$ cat src/rtl/serial_ctrl_pkg.sv
// constants shared by the serial control interface
package serial_ctrl_pkg;
   localparam int FRAME_BITS = 16;
   localparam int ADDR_MSB = 15;
   localparam int ADDR_LSB = 12;
   localparam int WD_BIT = 11;
   localparam int SUB_BIT = 10;
   localparam int DATA_W = 11;
   localparam int FIFO_DEPTH = 32;
   localparam int NUM_REGS = 16;
   localparam logic [3:0] ADDR_INIT_ONE = 4'h0;
   localparam logic [3:0] ADDR_INIT_TWO = 4'h1;
   localparam logic [3:0] ADDR_CH1 = 4'h2;
   localparam logic [3:0] ADDR_CH2 = 4'h3;
   localparam logic [3:0] ADDR_CH3 = 4'h4;
   localparam logic [3:0] ADDR_CH4 = 4'h5;
   localparam logic [3:0] ADDR_CH6 = 4'h7;
   localparam logic [3:0] ADDR_OUT_SW = 4'h8;
   localparam logic [3:0] ADDR_GPWM = 4'h9;
   localparam logic [3:0] ADDR_OC = 4'ha;
   localparam logic [3:0] ADDR_IN_EN = 4'hb;
   localparam logic [3:0] ADDR_CLKDIV = 4'hc;
   localparam logic [3:0] ADDR_OL = 4'hd;
   localparam logic [3:0] ADDR_STEP = 4'he;
   localparam logic [3:0] ADDR_TEST = 4'hf;
   localparam logic [10:0] REG_RESET = 11'h000;
   localparam int OSEL_LSB = 0;
   localparam int DUTY_LSB = 0;
   localparam int CHON_BIT = 8;
   localparam int PHASE_LSB = 9;
   // watchdog timeout in microseconds at a 10 MHz clock
   localparam int CLK_MHZ = 10;
   localparam int WD_TIMEOUT_US = 32000;
   localparam int WD_TIMEOUT_CYC = WD_TIMEOUT_US * CLK_MHZ;
   localparam int WD_CNT_W = 24;
endpackage : serial_ctrl_pkg

$ cat src/rtl/frame_fifo.sv
// parameterised valid/ready fifo for received frames
`timescale 1ns/1ps
module frame_fifo #(
   parameter int WIDTH = 16,
   parameter int DEPTH = 32
) (
   input wire logic i_ref_clk,
   input wire logic i_reset,
   input wire logic [WIDTH-1:0] i_data,
   input wire logic i_valid,
   output logic o_ready,
   output logic [WIDTH-1:0] o_data,
   output logic o_valid,
   input wire logic i_ready
);
   localparam int AW = $clog2(DEPTH);
   typedef struct packed {
      logic [AW:0] wp;
      logic [AW:0] rp;
   } fifo_s;
   fifo_s st_r;
   fifo_s st_nxt;
   logic [WIDTH-1:0] mem [DEPTH];
   logic full;
   logic empty;
   logic push;
   logic pop;

   assign empty = (st_r.wp == st_r.rp);
   assign full = (st_r.wp[AW] != st_r.rp[AW]) &&
                 (st_r.wp[AW-1:0] == st_r.rp[AW-1:0]);
   assign push = i_valid && !full;
   assign pop = i_ready && !empty;
   assign o_ready = !full;
   assign o_valid = !empty;
   assign o_data = mem[st_r.rp[AW-1:0]];

   always_comb begin
      st_nxt = st_r;
      if (push) begin
         st_nxt.wp = st_r.wp + 1'b1;
      end
      if (pop) begin
         st_nxt.rp = st_r.rp + 1'b1;
      end
   end

   always_ff @(posedge i_ref_clk) begin
      if (push) begin
         mem[st_r.wp[AW-1:0]] <= i_data;
      end
   end

   always_ff @(posedge i_ref_clk or posedge i_reset) begin
      if (i_reset) begin
         st_r <= '0;
      end else begin
         st_r <= st_nxt;
      end
   end
endmodule : frame_fifo

$ cat src/rtl/pin_sync.sv
// two flip-flop synchroniser for a bundle of pins
`timescale 1ns/1ps
module pin_sync #(
   parameter int WIDTH = 4
) (
   input wire logic i_ref_clk,
   input wire logic i_reset,
   input wire logic [WIDTH-1:0] i_async,
   input wire logic [WIDTH-1:0] i_init,
   output logic [WIDTH-1:0] o_sync
);
   typedef struct packed {
      logic [WIDTH-1:0] s1;
      logic [WIDTH-1:0] s2;
   } sync_s;
   sync_s st_r;
   sync_s st_nxt;

   assign o_sync = st_r.s2;

   always_comb begin
      st_nxt.s1 = i_async;
      st_nxt.s2 = st_r.s1;
   end

   // reset value is all zeros; the i_init port is not used
   always_ff @(posedge i_ref_clk or posedge i_reset) begin
      if (i_reset) begin
         st_r <= '0;
      end else begin
         st_r <= st_nxt;
      end
   end
endmodule : pin_sync

$ cat src/rtl/serial_ctrl.sv
// serial slave control interface with watchdog and fail mode
`timescale 1ns/1ps
// Notes on behaviour
// - frames are 16 bits full duplex; data out shifts through for chains
// - input bit captured on each serial clock rise while selected
// - output changes on serial clock rise; master samples on fall
// - select falling edge loads the outgoing shift register
// - while selected, in and out shift once per serial clock
// - select rising edge commits the received word to its register
// - deselected: clock and input ignored, output released
// - reset pin low clears interface and faults; wake from channel inputs
// - reset pin high means awake with the interface enabled
// - plausibility check failure enters fail mode; fail is left low (only the watchdog sets it)
// - top nibble of the frame is the register address
// - toggle bit unchanged for the timeout period flags a failure
// - all input registers read zero after any reset
// - the eleven bits below the toggle bit are the payload
// - output-select field picks the next frame's returned word
// - entering fail mode clears input registers, keeps output words
module serial_ctrl
   import serial_ctrl_pkg::*;
(
   input wire logic i_ref_clk,
   input wire logic i_reset,
   input wire logic i_reset_n_pin,
   input wire logic i_sclk,
   input wire logic i_chip_select_n,
   input wire logic i_si,
   input wire logic [3:0] i_direct_channel_on_inputs,
   input wire logic i_fail_cause,
   input wire logic [NUM_REGS*FRAME_BITS-1:0] i_status_words,
   output logic o_so,
   output logic o_so_oe,
   output logic o_wake,
   output logic o_spi_fail,
   output logic o_fail_mode,
   output logic [DATA_W-1:0] o_init_config_one,
   output logic [DATA_W-1:0] o_init_config_two,
   output logic [4*DATA_W-1:0] o_channel_control,
   output logic [DATA_W-1:0] o_channel_six_control,
   output logic [DATA_W-1:0] o_output_switch_control,
   output logic [DATA_W-1:0] o_global_pwm_enables,
   output logic [DATA_W-1:0] o_global_pwm_duty,
   output logic [DATA_W-1:0] o_overcurrent_low_and_mode,
   output logic [DATA_W-1:0] o_overcurrent_high_options,
   output logic [DATA_W-1:0] o_direct_input_enable,
   output logic [DATA_W-1:0] o_clock_divider_ch1_4,
   output logic [DATA_W-1:0] o_clock_divider_ch6,
   output logic [DATA_W-1:0] o_open_load_control,
   output logic [DATA_W-1:0] o_led_open_load_control,
   output logic [DATA_W-1:0] o_duty_step_adjust,
   output logic o_frame_overflow
);
   import serial_ctrl_pkg::*;

   // =========================================================
   // types
   typedef logic [DATA_W-1:0] word_t;
   // rec_low waits for the toggle-high recovery frame
   typedef enum logic [1:0] {ST_NORMAL, ST_FAIL, ST_REC_LOW} mode_e;
   typedef struct packed {
      logic sclk_d;
      logic csn_d;
      logic [FRAME_BITS-1:0] rx_sh;
      logic [FRAME_BITS-1:0] tx_sh;
      logic [4:0] bit_cnt;
      logic so;
      logic so_oe;
      logic spi_fail;
      logic wd_last;
      logic [WD_CNT_W-1:0] wd_cnt;
      mode_e mode;
      logic overflow;
      word_t init1;
      word_t init2;
      word_t [3:0] ch;
      word_t ch6;
      word_t outsw;
      word_t gpwm_en;
      word_t gpwm_duty;
      word_t oc_lo;
      word_t oc_hi;
      word_t in_en;
      word_t div14;
      word_t div6;
      word_t ol;
      word_t olled;
      word_t step;
   } state_s;

   state_s st_r;
   state_s st_nxt;

   // =========================================================
   // pin synchronisers and frame fifo
   logic [2:0] pins_s;
   logic [3:0] dir_s;
   logic rstn_s;
   logic sclk_s;
   logic csn_s;
   logic si_s;
   logic fifo_ready;
   logic fifo_valid;
   logic [FRAME_BITS-1:0] fifo_data;
   logic push;
   logic [FRAME_BITS-1:0] push_data;
   logic [3:0] rx_addr;
   logic rx_wd;
   word_t rx_data;
   logic sclk_rise;
   logic csn_fall;
   logic csn_rise;
   logic [3:0] osel;
   logic wd_timeout;

   // sync resets low; the zero bit count masks the false select rise
   pin_sync #(.WIDTH(3)) u_spi_sync (
      .i_ref_clk(i_ref_clk),
      .i_reset(i_reset),
      .i_async({i_sclk, i_chip_select_n, i_si}),
      .i_init(3'h0),
      .o_sync(pins_s)
   );

   pin_sync #(.WIDTH(5)) u_ctl_sync (
      .i_ref_clk(i_ref_clk),
      .i_reset(i_reset),
      .i_async({i_reset_n_pin, i_direct_channel_on_inputs}),
      .i_init(5'h00),
      .o_sync({rstn_s, dir_s})
   );

   assign sclk_s = pins_s[2];
   assign csn_s = pins_s[1];
   assign si_s = pins_s[0];

   // decode drains one word per cycle, so the fifo never fills
   frame_fifo #(.WIDTH(FRAME_BITS), .DEPTH(FIFO_DEPTH)) u_fifo (
      .i_ref_clk(i_ref_clk),
      .i_reset(i_reset),
      .i_data(push_data),
      .i_valid(push),
      .o_ready(fifo_ready),
      .o_data(fifo_data),
      .o_valid(fifo_valid),
      .i_ready(1'b1)
   );

   // =========================================================
   // edge detection
   assign sclk_rise = sclk_s && !st_r.sclk_d;
   assign csn_fall = !csn_s && st_r.csn_d;
   assign csn_rise = csn_s && !st_r.csn_d;
   assign osel = st_r.init1[OSEL_LSB +: 4];
   assign push_data = st_r.rx_sh;
   // only complete multiples of 16 bits are committed
   assign push = csn_rise && rstn_s && (st_r.bit_cnt[3:0] == 4'h0) &&
                 (st_r.bit_cnt != 5'h00);
   assign rx_addr = fifo_data[ADDR_MSB:ADDR_LSB];
   assign rx_wd = fifo_data[WD_BIT];
   assign rx_data = fifo_data[DATA_W-1:0];
   // counter saturates at the timeout
   assign wd_timeout = (st_r.wd_cnt >= WD_CNT_W'(WD_TIMEOUT_CYC - 1));

   // =========================================================
   // next state
   always_comb begin
      st_nxt = st_r;
      st_nxt.sclk_d = sclk_s;
      st_nxt.csn_d = csn_s;
      // drive only while selected and out of pin reset
      st_nxt.so_oe = !csn_s && rstn_s;
      if (csn_fall) begin
         st_nxt.tx_sh = i_status_words[osel*FRAME_BITS +: FRAME_BITS];
         st_nxt.so = i_status_words[osel*FRAME_BITS + FRAME_BITS - 1];
         st_nxt.bit_cnt = 5'h00;
      end else if (!csn_s && sclk_rise) begin
         st_nxt.rx_sh = {st_r.rx_sh[FRAME_BITS-2:0], si_s};
         // received bits follow the loaded word down a chain
         st_nxt.tx_sh = {st_r.tx_sh[FRAME_BITS-2:0], si_s};
         st_nxt.so = st_r.tx_sh[FRAME_BITS-2];
         // top bit sticks once a whole word is in
         st_nxt.bit_cnt = {st_r.bit_cnt[4] | (&st_r.bit_cnt[3:0]),
                           st_r.bit_cnt[3:0] + 4'h1};
      end
      // sticky; only a reset clears it
      if (push && !fifo_ready) begin
         st_nxt.overflow = 1'b1;
      end
      // watchdog
      // runs in normal mode here and in rec_low below
      if (st_r.mode == ST_NORMAL) begin
         st_nxt.wd_cnt = wd_timeout ? st_r.wd_cnt : st_r.wd_cnt + 1'b1;
      end
      if (fifo_valid) begin
         case (st_r.mode)
            ST_NORMAL: begin
               if (rx_wd != st_r.wd_last) begin
                  st_nxt.wd_cnt = '0;
               end
               st_nxt.wd_last = rx_wd;
               case (rx_addr)
                  ADDR_INIT_ONE: st_nxt.init1 = rx_data;
                  ADDR_INIT_TWO: st_nxt.init2 = rx_data;
                  ADDR_CH1: st_nxt.ch[0] = rx_data;
                  ADDR_CH2: st_nxt.ch[1] = rx_data;
                  ADDR_CH3: st_nxt.ch[2] = rx_data;
                  ADDR_CH4: st_nxt.ch[3] = rx_data;
                  ADDR_CH6: st_nxt.ch6 = rx_data;
                  ADDR_OUT_SW: st_nxt.outsw = rx_data;
                  ADDR_GPWM: begin
                     if (rx_data[SUB_BIT]) begin
                        st_nxt.gpwm_duty = rx_data;
                     end else begin
                        st_nxt.gpwm_en = rx_data;
                     end
                  end
                  ADDR_OC: begin
                     if (rx_data[SUB_BIT]) begin
                        st_nxt.oc_hi = rx_data;
                     end else begin
                        st_nxt.oc_lo = rx_data;
                     end
                  end
                  ADDR_IN_EN: st_nxt.in_en = rx_data;
                  ADDR_CLKDIV: begin
                     if (rx_data[SUB_BIT]) begin
                        st_nxt.div6 = rx_data;
                     end else begin
                        st_nxt.div14 = rx_data;
                     end
                  end
                  ADDR_OL: begin
                     if (rx_data[SUB_BIT]) begin
                        st_nxt.olled = rx_data;
                     end else begin
                        st_nxt.ol = rx_data;
                     end
                  end
                  ADDR_STEP: st_nxt.step = rx_data;
                  ADDR_TEST: st_nxt.step = st_r.step;
                  default: st_nxt.step = st_r.step;
               endcase
            end
            ST_FAIL: begin
               st_nxt.wd_cnt = '0;
               // only a toggle-low frame starts recovery
               if (!rx_wd && !i_fail_cause) begin
                  st_nxt.mode = ST_REC_LOW;
               end
            end
            ST_REC_LOW: begin
               // toggle high with no cause restores normal mode
               if (rx_wd && !i_fail_cause) begin
                  st_nxt.mode = ST_NORMAL;
                  st_nxt.spi_fail = 1'b0;
                  st_nxt.wd_last = 1'b1;
                  st_nxt.wd_cnt = '0;
               end else if (!rx_wd) begin
                  st_nxt.mode = ST_REC_LOW;
               end
            end
            default: st_nxt.mode = ST_FAIL;
         endcase
      end
      if (st_r.mode == ST_REC_LOW) begin
         st_nxt.wd_cnt = wd_timeout ? st_r.wd_cnt : st_r.wd_cnt + 1'b1;
         if (wd_timeout) begin
            st_nxt.mode = ST_FAIL;
         end
      end
      // fail entry overrides a word decoded in the same cycle
      if ((st_r.mode == ST_NORMAL) && (wd_timeout || i_fail_cause)) begin
         st_nxt.mode = ST_FAIL;
         st_nxt.spi_fail = wd_timeout;
         {st_nxt.init1, st_nxt.init2, st_nxt.ch, st_nxt.ch6, st_nxt.outsw,
          st_nxt.gpwm_en, st_nxt.gpwm_duty, st_nxt.oc_lo, st_nxt.oc_hi,
          st_nxt.in_en, st_nxt.div14, st_nxt.div6, st_nxt.ol, st_nxt.olled,
          st_nxt.step} = '0;
      end
      // pin reset clears all but the edge history
      if (!rstn_s) begin
         st_nxt = '0;
         st_nxt.sclk_d = sclk_s;
         st_nxt.csn_d = csn_s;
      end
   end

   // =========================================================
   // state register
   always_ff @(posedge i_ref_clk or posedge i_reset) begin
      if (i_reset) begin
         st_r <= '0;
      end else begin
         st_r <= st_nxt;
      end
   end

   // =========================================================
   // registered outputs
   always_ff @(posedge i_ref_clk or posedge i_reset) begin
      if (i_reset) begin
         o_wake <= 1'b0;
         o_fail_mode <= 1'b0;
      end else begin
         o_wake <= rstn_s || (|dir_s);
         // from the next mode, so it lines up with the state
         o_fail_mode <= (st_nxt.mode != ST_NORMAL);
      end
   end

   // =========================================================
   // register contents to ports
   assign o_so = st_r.so;
   assign o_so_oe = st_r.so_oe;
   assign o_spi_fail = st_r.spi_fail;
   assign o_init_config_one = st_r.init1;
   assign o_init_config_two = st_r.init2;
   assign o_channel_six_control = st_r.ch6;
   assign o_output_switch_control = st_r.outsw;
   assign o_global_pwm_enables = st_r.gpwm_en;
   assign o_global_pwm_duty = st_r.gpwm_duty;
   assign o_overcurrent_low_and_mode = st_r.oc_lo;
   assign o_overcurrent_high_options = st_r.oc_hi;
   assign o_direct_input_enable = st_r.in_en;
   assign o_clock_divider_ch1_4 = st_r.div14;
   assign o_clock_divider_ch6 = st_r.div6;
   assign o_open_load_control = st_r.ol;
   assign o_led_open_load_control = st_r.olled;
   assign o_duty_step_adjust = st_r.step;
   assign o_frame_overflow = st_r.overflow;

   // =========================================================
   // channel words, one slice per channel
   for (genvar g = 0; g < 4; g++) begin : g_chan
      assign o_channel_control[g*DATA_W +: DATA_W] = st_r.ch[g];
   end
endmodule : serial_ctrl

$ cat config.mk
export PLATFORM = sky130hd
export DESIGN_NAME = serial_ctrl
export DESIGN_NICKNAME = d
export VERILOG_FILES = /design/src/rtl/serial_ctrl_pkg.sv /design/src/rtl/frame_fifo.sv /design/src/rtl/pin_sync.sv /design/src/rtl/serial_ctrl.sv
export SDC_FILE = /design/constraint.sdc
export NUM_CORES = 1
export LEC_CHECK = 0
export BUFFER_PORTS_ARGS = -buffer_cell sky130_fd_sc_hd__buf_2
export CORE_UTILIZATION = 55
export CTS_CLUSTER_SIZE = 12
export DETAILED_ROUTE_END_ITERATION = 6
export PLACE_DENSITY = 0.85
export REMOVE_ABC_BUFFERS = 1
export SETUP_SLACK_MARGIN = 0.1
export SYNTH_ARGS = -nofsm -noshare
export SYNTH_HDL_FRONTEND = slang
export SYNTH_HIERARCHICAL = 1
export SYNTH_SLANG_ARGS = --single-unit
$ cat constraint.sdc
create_clock -name i_ref_clk -period 16.4 [get_ports i_ref_clk]
set_clock_uncertainty 0.2 [all_clocks]
set_input_delay 1.64 -clock i_ref_clk [delete_from_list [all_inputs] [get_ports i_ref_clk]]
set_output_delay 1.64 -clock i_ref_clk [all_outputs]
set_load 0.005 [all_outputs]
==> impl_metrics.toml <==
[min_path]
whs_path_depth = 0
hp-class = "reg2reg"
whs_endpoint = "u_spi_sync/o_sync[0]$_DFF_PP0_"
worstHoldStart = "u_spi_sync/st_nxt[0]$_DFF_PP0_"

[timing]
worst_pin_slew_ps = 1384
hold_viol_final = 0
drv_slew = 0
min_period_ps = 5282
final.setup.tns_ps = 0
fmax_mhz = 189.3
grt_setup_unrepaired = "no"
slew-limit-headroom_pct = 7.712
finalSetupViolCount = 0
fin_crit_sh_pct = 32.20

[clock_network]
clk_pin_slew_worst_paths_ps = 60
cts_resized = 0
cts_buffers = 81
clock_sinks = 805
hold_buffers = 0
clk_latency_ps = 630
clockRootBuffer = "clkbuf_16"
postCtsSetupRepairBufs = 0
cts_tree = "built"
h-tree-depth = 3
cts_buffer_depth = 3

[placement]
gp_congestion = 0.9868
post_dp_cell_area_um2 = 37640
io_buffers = 466
dp_hpwl_um = 65240

[detailed_routing]
drc_errors = 0
dr.pass1.iters = 7
postRouteAntennaNets = 0
wl_per_cell_um = 26.82
via_per_inst = 6.355
routed_wirelength_um = 99060
vias = 23480
drt_iter0_markers = 3135

[grt]
grt_overflow = 0
grt_antenna_before_repair = 17
track_usage_pct = 29.01
grt_pass1_vias = 22980
grt_max_degree = 155
grt_pass1_wl_um = 143700

[power_and_ir_drop]
max-vdd-ir-drop_uv = 70.89
power_mw = 3.945
power_switching_mw = 0.8139
p_per_area_nw_per_um2 = 98.57
internal-power_mw = 3.131
p_sw_share_pct = 20.63
p_clk_share_pct = 42.6
combPwrFrac_pct = 2.8
p_leak_nw = 15.31
pwr-share-seq_pct = 54.6

[yosys]
synth_top_area_cell = "edfxtp_1"
synth-xor-area-share_pct = 0.4834
muxShareOfSynthArea_pct = 16.25
syn_area_per_cell_um2 = 14.16
synth_top_family_by_area = "multiplexers"
yosys_warnings = 6
synth-edff-count = 512
synth-simple-area-share_pct = 7.666
synthTopCellsByArea = "edfxtp_1, dfrtp_1, mux2i_1"
synth_seq_cells = 805
ys.flop_type = "edfxtp_1"
synth_fa_ha_area_share_pct = 0.2762
synth_compound_area_share_pct = 5.432
netlist_area_um2 = 36230
synth_top_cell_area_share_pct = 42.43
synthCells = 2559
ys_seq_area_share_pct = 62.67
synth.distinct_cells = 66
async_reset_ff_share_pct = 36.40

[cells_and_area]
fillers = 4541
finalInstanceArea_um2 = 40020
drive_above_1_share_pct = 26.33
area_delta_synth_final_pct = 10.45
final_nets = 3048

[run_status]
status = "finished, final reports clean"

[setup_path]
r2r-end = "o_overcurrent_high_options[9]$_DFFE_PP0P_"
crit_path_end_kind = "flip-flop"
critPathRequiredTime_ps = 16680
worstRegToRegCells = 9
path_class = "reg2reg"
start_kind = "flip-flop"
r2r_start = "u_fifo/st_r[0]$_DFFE_PP0P_"
critPathArrivalTime_ps = 5560
rrSetupSlack_ps = 11120
cp_max_fo = 154

[die]
num_rows = 93
die_area_um2 = 66910
fp.coreArea_um2 = 64810
ioPinCount = 471
fp.dieW_um = 258.7
fp.dieH_um = 258.7
initial_core_util_pct = 55.91

[flow_run]
max_cap_violations = 0
cells in the final DEF (no fill, tap or decap), types with 5 or more instances in the layout:
cell type	netlist	routed
edfxtp_1	512	512
buf_2	52	466
mux2i_1	424	424
dfrtp_1	293	289
nand3_1	233	232
a22oi_1	112	112
clkbuf_16	0	82
nor2_1	94	72
mux4_2	64	64
nand2_1	53	53
inv_1	53	52
clkbuf_1	55	36
buf_4	227	31
o21ai_0	30	30
a21oi_1	30	30
o21ai_1	27	27
o31ai_1	22	22
nand4_1	22	22
nor2_2	0	21
mux2_2	18	18
a22o_1	17	17
a222oi_1	16	16
xnor2_1	13	13
nand3_4	10	11
diode_2	0	10
nand2b_1	10	10
or3_1	10	10
nor2b_1	10	8
or4_1	8	8
ha_1	8	8
nor4_1	8	7
nor3_1	10	7
and2_1	8	7
xor2_1	7	7
clkinv_2	0	7
and3_1	6	6
conb_1	2	6
a31oi_1	5	5
area by class of cell:
cell class	instances	area, um^2	share of cell area [%]
timing repair buffer	498	2585	6.459
clock buffer	121	2228	5.568
tap	855	1070	2.673
multi-input combinational	1334	11060	27.64
clock inverter	18	128.9	0.3220
antenna	10	25.02	0.06253
inverter	53	206.4	0.5158
sequential	805	22720	56.76
synthesized netlist by cell type, types with 5 or more instances:
master      n
nand4_1    22
buf_1      25
a31oi_1     5
a22oi_1   112
mux4_2     64
nand3_4    10
buf_4     227
ha_1        8
o21ai_0    30
or4_1       8
buf_2      52
mux2_2     18
a21oi_1    30
xor2_1      7
nor3_1     10
mux2i_1   424
o21ai_1    27
nand2b_1   10
clkbuf_1   55
dfrtp_1   293
edfxtp_1  512
buf_6      10
and3_1      6
a22o_1     17
nand3_1   233
and2_1      8
nand2_1    53
xnor2_1    13
a222oi_1   16
or3_1      10
nor2b_1    10
inv_1      53
o31ai_1    22
nor2_1     94
nor4_1      8
worst max path at each step:
stage / start / end / cells after the start
floorplan: u_fifo/st_r[0]$_DFFE_PP0P_ / o_clock_divider_ch6[0]$_DFFE_PP0P_ / 7
global placement: u_fifo/st_r[0]$_DFFE_PP0P_ / o_led_open_load_control[8]$_DFFE_PP0P_ / 9
detailed placement: u_fifo/st_r[0]$_DFFE_PP0P_ / o_led_open_load_control[2]$_DFFE_PP0P_ / 9
CTS: u_fifo/st_r[0]$_DFFE_PP0P_ / o_led_open_load_control[1]$_DFFE_PP0P_ / 9
global route: u_fifo/st_r[0]$_DFFE_PP0P_ / o_clock_divider_ch1_4[2]$_DFFE_PP0P_ / 9
finish: u_fifo/st_r[0]$_DFFE_PP0P_ / o_overcurrent_high_options[9]$_DFFE_PP0P_ / 9
stage by stage:
stage                     utilization [%]  hold slack [ps]  cells  worst slack (ps)
after floorplan                         -            131.2   2192              5025
after global placement              58.07            132.5   3545             11510
after detailed placement            58.07            134.7   3545             11300
after CTS                           61.71            147.5   3684             11200
after global routing                61.75            153.4   3693             10880
final                               61.75            146.4   3694             11120
cell families after synthesis:
family,Yosys count
AO/OA/AOI/OAI,279
adder cells (fa/ha/maj),8
multiplexers,506
buffers and inverters,424
other,2
AND/OR/NAND/NOR,515
flip-flops,805
XOR/XNOR,20
flip-flops by register name, indices dropped and copies added (netlist names), 12 cells and up:
name,count
o_channel_control,44
push_data,16
st_r,49
u_fifo/mem,512
u_fifo/st_r,12
power groups by stage:
stage	Combinational, mW	Sequential (mW)	Clock (mW)
finish	0.110	2.15	1.68
global route	0.117	2.15	1.78
CTS	0.108	2.15	1.70
detailed placement	0.107	2.19	0
global placement	0.104	2.19	0
floorplan	0.0490	2.19	0
routing by layer:
layer	track usage [%]	vias up	wire length, um
li1	-	9875	-
met1	38.32	11790	37020
met2	44.31	1502	46070
met3	8.069	300	10690
met4	14.41	8	5234
met5	0	-	46
worst max-delay path, cell delays in order, from the launching register on:
cell      delay [ps]
dfrtp_4          980
buf_12           680
mux2i_1          330
a22oi_1          160
nand3_1          210
nand4_1          400
nand2b_1         350
nor3_2           980
mux2i_1          350
nor2_1           110
Power figures use the tool's default switching activity.
